<file path="config.mk">
export PLATFORM = sky130hd
export DESIGN_NAME = pc_next_relative_branch
export DESIGN_NICKNAME = d
export VERILOG_FILES = /design/src/verilog/pc_next_pkg.sv /design/src/verilog/rel_target_adder.sv /design/src/verilog/pc_next_relative_branch.sv
export VERILOG_INCLUDE_DIRS = /design/src /design/src/verilog
export SDC_FILE = /design/constraint.sdc
export NUM_CORES = 1
export LEC_CHECK = 0
export ABC_AREA = 0
export BUFFER_PORTS_ARGS = -buffer_cell sky130_fd_sc_hd__buf_2
export CORE_ASPECT_RATIO = 1.75
export CORE_MARGIN = 5
export CORE_UTILIZATION = 55
export CTS_CLUSTER_SIZE = 40
export DETAILED_ROUTE_END_ITERATION = 10
export PLACE_DENSITY = 0.85
export SLEW_MARGIN = 15
export SYNTH_ARGS = -nofsm -noshare
export SYNTH_HDL_FRONTEND = slang
export SYNTH_SLANG_ARGS = --single-unit
</file>
<file path="constraint.sdc">
create_clock -name ref_clk -period 7.3 [get_ports ref_clk]
set_input_delay 0 -clock ref_clk [delete_from_list [all_inputs] [get_ports ref_clk]]
set_output_delay 0 -clock ref_clk [all_outputs]
set_load 0.05 [all_outputs]
</file>
<file path="src/verilog/pc_next_map.svh">
// Constants for the program-counter next-address block
// Summary of operation
// - Without a taken branch, the counter advances one per fetched instruction byte.
// - A taken branch loads the destination instead of the sequential increment.
// - Relative target is displacement byte plus start address of the next instruction.
// - Displacement is signed two's complement, reaching -128 through +127.
// - Bit 7 of the displacement byte is its sign bit.
// - Upper bits are filled with copies of the sign before adding.
// - Relative targets serve the unconditional jump and every conditional branch.
`ifndef PC_NEXT_MAP_SVH
`define PC_NEXT_MAP_SVH
`define PC_RESET_VALUE      16'h0000
`define PC_WIDTH            16
`define DISP_SIGN_BIT       7
`define INSN_LEN_MAX        3'h4
`endif

</file>
<file path="src/verilog/pc_next_pkg.sv">
// Types for the program-counter next-address block
package pc_next_pkg;
   typedef enum logic [1:0] {
      BR_NONE,
      BR_RELATIVE,
      BR_ABSOLUTE
   } branch_kind_t;
endpackage

</file>
<file path="src/verilog/rel_target_adder.sv">
// Relative branch target adder: sign-extends a displacement byte and adds it
`include "pc_next_map.svh"
module rel_target_adder #(
   parameter int PC_W = `PC_WIDTH
) (
   input  wire logic [PC_W-1:0] next_insn_addr,
   input  wire logic [7:0]      branch_displacement_byte,
   output logic      [PC_W-1:0] target_addr
);
   logic [PC_W-1:0] disp_ext;

   // Sign bit copied into every upper bit
   assign disp_ext = {{(PC_W-8){branch_displacement_byte[`DISP_SIGN_BIT]}},
                      branch_displacement_byte};
   // Sum cut to the counter width, wrapping at the top of memory
   assign target_addr = PC_W'(next_insn_addr + disp_ext);
endmodule

</file>
<file path="src/verilog/pc_next_relative_branch.sv">
// Program-counter next-address logic with relative branch support
`include "pc_next_map.svh"
module pc_next_relative_branch #(
   parameter int PC_W = `PC_WIDTH
) (
   input  wire logic                       ref_clk,
   input  wire logic                       reset_n,
   input  wire logic                       fetch_valid,
   input  wire logic [2:0]                 insn_len,
   input  wire pc_next_pkg::branch_kind_t  branch_kind,
   input  wire logic                       branch_taken,
   input  wire logic [7:0]                 branch_displacement_byte,
   input  wire logic [PC_W-1:0]            absolute_target,
   output logic      [PC_W-1:0]            pc,
   output logic      [PC_W-1:0]            next_insn_addr
);
   import pc_next_pkg::*;

   logic [PC_W-1:0] pc_reg;
   logic [PC_W-1:0] pc_next;
   logic [PC_W-1:0] rel_target;
   logic [PC_W-1:0] seq_addr;
   logic            len_ok;

   // Lengths outside 1..4 cannot come from the decoder; they count as one byte
   function automatic logic len_valid(input logic [2:0] len);
      return (len != 3'h0) && (len <= `INSN_LEN_MAX);
   endfunction

   // Step of a sequential fetch, so a bad length never stalls the counter
   function automatic logic [PC_W-1:0] fetch_step(input logic [2:0] len);
      logic [PC_W-1:0] step_bytes;
      step_bytes = {{(PC_W-1){1'h0}}, 1'h1};
      if (len_valid(len)) begin
         step_bytes = {{(PC_W-3){1'h0}}, len};
      end
      return step_bytes;
   endfunction

   assign len_ok   = len_valid(insn_len);
   assign seq_addr = PC_W'(pc_reg + fetch_step(insn_len));

   rel_target_adder #(
      .PC_W (PC_W)
   ) rel_target_adder_inst (
      .next_insn_addr           (seq_addr),
      .branch_displacement_byte (branch_displacement_byte),
      .target_addr              (rel_target)
   );

   always_comb begin
      pc_next = pc_reg;
      if (fetch_valid) begin
         pc_next = seq_addr;
         if (branch_taken) begin
            unique case (branch_kind)
               // Unconditional jump and conditionals share one adder
               BR_RELATIVE: pc_next = rel_target;
               BR_ABSOLUTE: pc_next = absolute_target;
               BR_NONE:     pc_next = seq_addr;
               // Code 3 never comes from the decoder; fall back to sequential flow
               default:     pc_next = seq_addr;
            endcase
         end
      end
   end

   // Asynchronous clear, so fetch starts at the reset address even without a clock
   always_ff @(posedge ref_clk or negedge reset_n) begin
      if (!reset_n) begin
         pc_reg <= `PC_RESET_VALUE;
      end else begin
         pc_reg <= pc_next;
      end
   end

   assign pc             = pc_reg;
   assign next_insn_addr = seq_addr;
endmodule

</file>
=== Word-level counts from Yosys, hierarchy flattened ===
Cells that the tools add are included.

* Bits in registers: 16
* Input bits: 33
* Output and inout bits: 32
* Logic and storage cells: 11

* Add/subtract/negate cells: 2
* Magnitude comparators: 1
* Equal/unequal tests: 2
* Muxes and demuxes: 3
* Reductions and logical operators: 2

{| class="wikitable"
|+ Operators by type and width
! cell !! count
|-
| $add 16x16->16 || 2
|-
| $pmux 16 s2 || 1
|-
| $mux 16 || 1
|-
| $le 3x3->1 const B || 1
|-
| $mux 3 || 1
|-
| $reduce_bool 3->1 || 1
|-
| $eq 2x1->1 const B || 1
|-
| $eq 2x2->1 const B || 1
|-
| $logic_and 1x1->1 || 1
|}

=== Depth between registers and ports, before layout ===
Gate-level depths: netlist of the first run.

* Depth in word-level cells: 7
* Mapped depth: 17

=== Cells and area by module ===
Synthesis of the first run repeated with hierarchy kept, for this count alone.

* Cell total of the unflattened synthesis: 270
* Area, all modules: 2218.4 um2

{| class="wikitable"
|+ Modules (own cells, without submodules)
! module !! times used !! cells an instance !! area each (um2)
|-
| pc_next_relative_branch || 1 || 169 || 1472.7
|-
| rel_target_adder || 1 || 101 || 745.7
|}

=== Worst setup path before layout of the first run ===
Ideal clock, no wire load.

* Path type: register to register
* Start point: reg pc_reg[0], in the netlist pc[0]
* End point: reg pc_reg[15], in the netlist pc[15]
* Data arrival time: 4.266 ns
* Setup slack: 2.908 ns
* Cell stages (with the launch flop): 14
* Period minus slack after synthesis: 4.392 ns
* Cell sequence: dfrtp_1 -> ha_1 -> fa_1 -> a21oi_1 -> nor3_2 -> xnor2_1 -> ha_1 -> a21o_1 -> a221o_1 -> a31oi_1 -> o21ai_0 -> xnor2_1 -> a221oi_1 -> nor2_1

* Cells in the longest elaborated chain, start to end: 4

{| class="wikitable"
|+ RTL lines
! element !! line !! text
|-
| start, declared || pc_next_relative_branch.sv:19 || <nowiki>logic [PC_W-1:0] pc_reg;</nowiki>
|-
| start signal, assigned || pc_next_relative_branch.sv:71 || <nowiki>pc_reg <= `PC_RESET_VALUE;</nowiki>
|-
| start signal, assigned || pc_next_relative_branch.sv:73 || <nowiki>pc_reg <= pc_next;</nowiki>
|-
| $add 16x16->16 || pc_next_relative_branch.sv:41 || <nowiki>assign seq_addr = PC_W'(pc_reg + fetch_step(insn_len));</nowiki>
|-
| net next_insn_addr[8] || pc_next_relative_branch.sv:15 || <nowiki>output logic [PC_W-1:0] next_insn_addr</nowiki>
|-
| $add 16x16->16 || rel_target_adder.sv:16 || <nowiki>assign target_addr = PC_W'(next_insn_addr + disp_ext);</nowiki>
|-
| $pmux 16 s2 || pc_next_relative_branch.sv:56 || <nowiki>unique case (branch_kind)</nowiki>
|-
| $mux 16 || pc_next_relative_branch.sv:55 || <nowiki>if (branch_taken) begin</nowiki>
|}

The timed path passes the listed nets, and every way through them passes these cells.
A chain may end at the register's enable or synchronous reset.

=== Final worst setup path of the first run ===
* Start point: in insn_len[0]
* End point: reg pc_reg[15], in the netlist pc[15]

* Cells in the longest elaborated chain, start to end: 7

{| class="wikitable"
|+ RTL lines
! element !! line !! text
|-
| start, declared || pc_next_relative_branch.sv:9 || <nowiki>input wire logic [2:0] insn_len,</nowiki>
|-
| $le 3x3->1 (no source line) or $reduce_bool 3->1 (tied branches) || -- ||
|-
| $logic_and 1x1->1 || pc_next_relative_branch.sv:27 || <nowiki>return (len != 3'h0) && (len <= `INSN_LEN_MAX);</nowiki>
|-
| $mux 3 * || pc_next_relative_branch.sv:34 || <nowiki>if (len_valid(len)) begin</nowiki>
|-
| $add 16x16->16 * || pc_next_relative_branch.sv:41 ||
|-
| $add 16x16->16 || rel_target_adder.sv:16 ||
|-
| $pmux 16 s2 || pc_next_relative_branch.sv:56 ||
|-
| $mux 16 * || pc_next_relative_branch.sv:55 ||
|}

Mark *: on every way between the ends. The rest lies on a longest branch, timed or not.

==> results.cfg, run 1 <==
[cells_and_area]
syn2layout_area_growth_pct = 19.3
drive_gt1_frac = 0.253
largest_reg_flops = 16
final_cell_mix = buf_2, nand2_1, ha_1, a21oi_1, o21ai_0
finalNetCount = 369
fillerInstances = 349
antenna_cells = 0
layout_commonest_cell = buf_2

[logic_synthesis]
synthFlopType = dfrtp_1
async_reset_ff_frac = 1.00
synth_fp_nets = 310
ys_types = 50
syn_inst = 254
seq_area_frac_synth = 0.193
synth-edff-count = 0
ys_ff_latch = 16
avgSynthCellArea_um2 = 8.15
yosys_warnings = 0
syn-cell-area_um2 = 2070

[critical_path]
regToRegStartpoint = pc[0]$_DFFE_PN0P_
crit_top_cell = ha_1
slowest_delay_ns = 0.40
crit_start = insn_len[0]
crit_path_end_kind = flip-flop
slowest_stage = fa_1
cp_max_fo = 6
required_ns = 7.44
startpoint_type = input pin
worst-endpoint-arrival_ns = 4.05
crit_chain = buf_2 > nor2_1 > ha_1 > or2_2 > ha_1 > fa_1 > a21oi_1 > nor3_2 > nand3_1 > xnor2_1 > ha_1 > and2_1 > a221o_1 > a31oi_1 > o21ai_0 > xnor2_1 > a221oi_1 > nor2_1
path_class = input pin to flip-flop

[routing]
wl_um = 6150
drt_iter0_drc = 85
drc = 0
via_per_inst = 6.35
dr.pass1.iters = 4
drtAntennaViolNets = 0
vias = 2275
routedWlPerCell_um = 17.2

[power_and_ir_drop]
ir_worst_vdd_v = 0.000308
p_clk_frac = 0.082
p_switching_mw = 0.586
p_per_area_nw_per_um2 = 398
p_leak_nw = 1.20
p_int_mw = 0.398
sequentialPowerShare = 0.164
p_comb_frac = 0.754
swShare = 0.596

[grt]
track_usage = 0.246
antenna_found_initial = 0
grt_pass1_wl_um = 10300
first_global_vias = 2332
overflow = 0
grt_max_degree = 32

[floorplanning]
die_w_um = 56.4
ios = 65
initial_core_util = 0.570
coreArea_um2 = 3630
rows = 29
dieArea_um2 = 5140
die_h_um = 91.1

[sta]
whs_ns = 0.0147
clock_skew_ns = 0.00578
clock.fmax_mhz = 256
drv_slew = 0
max_slew_margin = 0.462
finalSetupViolCount = 0
fin_crit_ns = 3.91
period_share = 0.535
rsz0062_at_grt = no
setup_tns_ns = 0
worst_pin_slew_ns = 0.807
hold_viol_final = 0

[run]
drv_cap = 0

[clock_tree]
max-clock-path-buffers = 2
clock_latency_ns = 0.26
ctsResizeCount = 0
cts_tree = built
path_clk_slew_ns = 0.07
clock_sinks = 16
cts_buffers = 3
post_cts_buffers = 0
h-tree-depth = 1
ctsRootBufferMaster = clkbuf_8

[place]
place.port_buffers = 64
hpwlAfterDp_um = 5040
gp_congestion = 0.943

[worst_hold_path]
worstHoldPathType = input pin to flip-flop
worstHoldStart = absolute_target[15]

[run_status]
status = finished, final reports clean
## synthesized netlist by cell type (2+ instances only)
cell	number	area, µm²
nor2_1	12	45.0
dfrtp_1	16	400
a21o_1	8	60.1
inv_1	15	56.3
a221oi_1	6	52.6
a221o_1	8	80.1
nor2b_1	4	25.0
buf_1	2	7.51
and2_1	3	18.8
o2bb2ai_1	2	17.5
o22ai_1	2	12.5
or2_2	2	12.5
a31oi_1	5	31.3
o21ai_0	18	90.1
xor2_1	10	87.6
fa_1	2	40.0
clkbuf_1	8	30.0
nand4_1	5	31.3
nand3_1	5	25.0
nand2b_1	2	12.5
and4_1	2	17.5
a21oi_2	2	17.5
o21a_1	3	22.5
a21oi_1	20	100
nand2_1	26	97.6
o21bai_1	2	15.0
xnor2_1	15	131
ha_1	21	263
o211ai_1	7	52.6
## power by group through the flow
stage / Sequential, mW / Combinational (mW) / Clock, mW
finish: 0.161 / 0.742 / 0.0808
global route: 0.167 / 0.795 / 0.0853
CTS: 0.162 / 0.740 / 0.0822
detailed placement: 0.163 / 0.737 / 0
global placement: 0.161 / 0.727 / 0
floorplan: 0.253 / 0.479 / 0
## worst paths after layout
kind	end	slack [ns]	depth (start not counted)
worst min register to register	pc[2]$_DFFE_PN0P_	0.55	2
worst min-delay path	pc[15]$_DFFE_PN0P_	0.01	3
worst max-delay path	pc[15]$_DFFE_PN0P_	3.39	18
worst max register to register	pc[15]$_DFFE_PN0P_	3.41	14
min in group asynchronous	pc[7]$_DFFE_PN0P_	0.19	2
max in group asynchronous	pc[6]$_DFFE_PN0P_	6.83	2
## metal layers
layer	part of all wire	GRT usage
met2	0.49	0.423
met5	0	0
met1	0.33	0.257
met4	0.089	0.198
met3	0.083	0.0397
## logic make-up after synthesis
kind of cell	count (synthesis)	share of synthesized area
DFF	16	0.193
AOI/OAI and AO/OA	91	0.307
xor gates and xnor gates	26	0.117
adders and majority gates	23	0.146
and+or+nand+nor	70	0.181
muxes	1	0.00484
buffers and inverters	27	0.0514
## repair_timing
item | CTS | global route
hold buffers | 1 | 0
hold endpoints to repair | 16 | 0
endpoints found under the setup margin | 0 | 0
## final cells by class
cell class | count | area, µm² | share of cell area
Tap cell | 46 | 57.6 | 0.0233
Clock buffer | 4 | 55.1 | 0.0223
Timing Repair Buffer | 66 | 338 | 0.137
Inverter | 15 | 56.3 | 0.0228
Sequential cell | 16 | 400 | 0.162
Multi-Input combinational cell | 211 | 1560 | 0.633
## critical path, delay by kind of cell
| family | cells | cell delay, ns |
|---|---|---|
| and+or+nand+nor | 6 | 0.94 |
| adders and majority gates | 4 | 1.21 |
| buffers and inverters | 1 | 0.10 |
| AOI/OAI and AO/OA | 5 | 1.42 |
| xor gates and xnor gates | 2 | 0.39 |
## through the flow
step	area (µm²)	std cells	util	setup slack [ns]	power, mW
floorplan	2070	254	-	2.91	0.732
global placement	2400	353	0.663	3.30	0.888
detailed placement	2400	353	0.663	3.14	0.900
CTS	2470	358	0.681	3.42	0.984
global route	2470	358	0.681	3.05	1.05
finish	2470	358	0.681	3.39	0.984
No activity file was read; power rests on OpenSTA's default activity.
==> inputs of run 2 (changes only) <==
--- a/config.mk
+++ b/config.mk
@@ -6,14 +6,14 @@
 export SDC_FILE = /design/constraint.sdc
 export NUM_CORES = 1
 export LEC_CHECK = 0
-export ABC_AREA = 0
+export ABC_AREA = 1
 export BUFFER_PORTS_ARGS = -buffer_cell sky130_fd_sc_hd__buf_2
 export CORE_ASPECT_RATIO = 1.75
 export CORE_MARGIN = 5
-export CORE_UTILIZATION = 55
+export CORE_UTILIZATION = 53
 export CTS_CLUSTER_SIZE = 40
 export DETAILED_ROUTE_END_ITERATION = 10
-export PLACE_DENSITY = 0.85
+export PLACE_DENSITY = 0.81
 export SLEW_MARGIN = 15
 export SYNTH_ARGS = -nofsm -noshare
 export SYNTH_HDL_FRONTEND = slang
==> constraint.sdc (replaced) <==
create_clock -name ref_clk -period 3.6 [get_ports ref_clk]
set_input_delay 0 -clock ref_clk [delete_from_list [all_inputs] [get_ports ref_clk]]
set_output_delay 0 -clock ref_clk [all_outputs]
set_load 0.05 [all_outputs]
==> results.cfg, run 2 <==
[run_status]
status = finished, final reports clean

[logic_synthesis]
synth_area_leaders = nand2_1, dfrtp_1, ha_1, inv_1, a21oi_1
synth_top_cell_area_share = 0.184
yosys_warnings = 0
synth-edff-count = 0
yosysTopAreaCell = nand2_1
async_reset_ff_frac = 1.00
syn_inst = 365
seq_area_frac_synth = 0.180
yosys-top-cells-count = nand2_1, inv_1, a21oi_1
yosysMostFrequentCell = nand2_1
ys_types = 31
synth_fp_nets = 421
avgSynthCellArea_um2 = 6.09
syn-cell-area_um2 = 2220
ys_ff_latch = 16
synthFlopType = dfrtp_1

[critical_path]
path_class = input pin to flip-flop
crit_chain = buf_2 > nor2_1 > ha_1 > or2_2 > ha_1 > fa_1 > nand2_1 > a21oi_2 > inv_1 > nor2_2 > or2_2 > nand2_1 > inv_1 > ha_1 > nand2_1 > nor2_1 > nand4_1 > nand3_1 > nor2_1 > o21ai_0 > nand2_1 > nand2_1
crit_path_end_kind = flip-flop
cp_max_fo = 4
slowest_stage = fa_1
required_ns = 3.79
crit_family = simple AND/OR/NAND/NOR gates
slowest_delay_ns = 0.41
startpoint_type = input pin
worst-endpoint-arrival_ns = 3.33
cp_num_buf_inv = 3
crit_top_cell = nand2_1

[routing]
vias = 2597
wl_um = 6390
dr.pass1.iters = 4
via_per_inst = 5.48
routedWlPerCell_um = 13.5
drc = 0
drt_iter0_drc = 86
drtAntennaViolNets = 0

[power_and_ir_drop]
swShare = 0.607
ir_worst_vdd_v = 0.000482
p_leak_nw = 1.54
p_switching_mw = 0.950
finalPower_mw = 1.57
p_per_area_nw_per_um2 = 594
sequentialPowerShare = 0.183
p_clk_frac = 0.085
p_int_mw = 0.615
p_comb_frac = 0.732

[sta]
period_share = 0.873
hold_viol_final = 0
worst_slack_ns = 0.457
clock.fmax_mhz = 318
whs_ns = 0.0591
finalSetupViolCount = 0
max_slew_margin = 0.564
rsz0062_at_grt = no
worst_pin_slew_ns = 0.653
drv_slew = 0
fin_crit_ns = 3.14
setup_tns_ns = 0
clock_skew_ns = 0.00184

[cells_and_area]
largest_reg_flops = 16
drive_gt1_frac = 0.212
layout_commonest_cell = nand2_1
final_cell_mix = nand2_1, buf_2, inv_1, a21oi_1
antenna_cells = 0
finalNetCount = 483
fillerInstances = 424
utilization = 0.641
syn2layout_area_growth_pct = 18.6

[clock_tree]
ctsRootBufferMaster = clkbuf_8
cts_buffers = 3
clock_sinks = 16
max-clock-path-buffers = 2
cts_tree = built
ctsResizeCount = 0
clock_latency_ns = 0.25
h-tree-depth = 1
path_clk_slew_ns = 0.06

[place]
hpwlAfterDp_um = 5300
place.port_buffers = 64
dp_slack_ns = 0.198
gp_congestion = 0.968

[grt]
grt_pass1_wl_um = 10500
antenna_found_initial = 0
grt_max_degree = 22
track_usage = 0.237
overflow = 0
first_global_vias = 2486

[floorplanning]
die_h_um = 95.7
rows = 31
initial_core_util = 0.540
coreArea_um2 = 4110
ios = 65
die_w_um = 58.9
dieArea_um2 = 5640

[run]
drv_cap = 0

[worst_hold_path]
worstHoldPathType = input pin to flip-flop
-- run 2: worst paths after layout --
kind,to,start,slack (ns),cells past startpoint
min,pc[1]$_DFFE_PN0P_,absolute_target[1],0.06,3
min reg2reg,pc[2]$_DFFE_PN0P_,pc[2]$_DFFE_PN0P_,0.53,2
max reg2reg,pc[12]$_DFFE_PN0P_,pc[0]$_DFFE_PN0P_,0.48,18
max in group asynchronous,pc[0]$_DFFE_PN0P_,reset_n,3.13,2
max,pc[12]$_DFFE_PN0P_,insn_len[0],0.46,22
min in group asynchronous,pc[15]$_DFFE_PN0P_,reset_n,0.19,2
-- run 2: what timing repair did --
action / CTS / global route
endpoints found under the setup margin: 0 / 0
hold endpoints to repair: 16 / 0
buffers inserted: 0 / 0
hold buffers: 1 / 0
-- run 2: area by class of cell --
class / instances / area, µm² / area share
multi-input cells: 283 / 1580 / 0.600
repair buffers: 66 / 338 / 0.128
flip-flops and latches: 16 / 400 / 0.152
well taps: 49 / 61.3 / 0.0233
inverters: 57 / 214 / 0.0812
clock buffers: 3 / 41.3 / 0.0157
-- run 2: per-stage QoR --
step,instance area (µm²),cells
CTS,2640,474
global route,2640,474
floorplan,2230,365
detailed placement,2580,470
global placement,2580,470
finish,2640,474
-- run 2: power groups by stage --
stage / Clock (mW) / Combinational (mW) / Sequential (mW)
global placement: 0 / 1.12 / 0.285
finish: 0.133 / 1.15 / 0.286
detailed placement: 0 / 1.14 / 0.287
floorplan: 0 / 0.739 / 0.426
CTS: 0.137 / 1.15 / 0.284
global route: 0.150 / 1.26 / 0.292
-- run 2: worst reg2reg max path: cells and delay by family (launching register included) --
| kind | cells | cell delay [ns] |
|---|---|---|
| buf+inv | 2 | 0.15 |
| simple gates | 11 | 1.26 |
| fa+ha+maj | 3 | 0.99 |
| flops | 1 | 0.40 |
| compound gates | 2 | 0.26 |
-- run 2: cells by family after synthesis --
logic type / after synthesis / share of synthesized area
AO/OA/AOI/OAI: 78 / 0.193
AND/OR/NAND/NOR: 172 / 0.340
XOR/XNOR: 10 / 0.0394
flip-flops: 16 / 0.180
adder cells (fa/ha/maj): 23 / 0.136
buffers and inverters: 66 / 0.112
-- run 2: metal layers --
layer  GRT usage  vias to the layer above  share of wire
li1            -                     1305              -
met1       0.278                     1198           0.41
met2       0.423                       74           0.51
met3      0.0217                       20          0.042
met4       0.110                        0          0.031
met5           0                        -              0
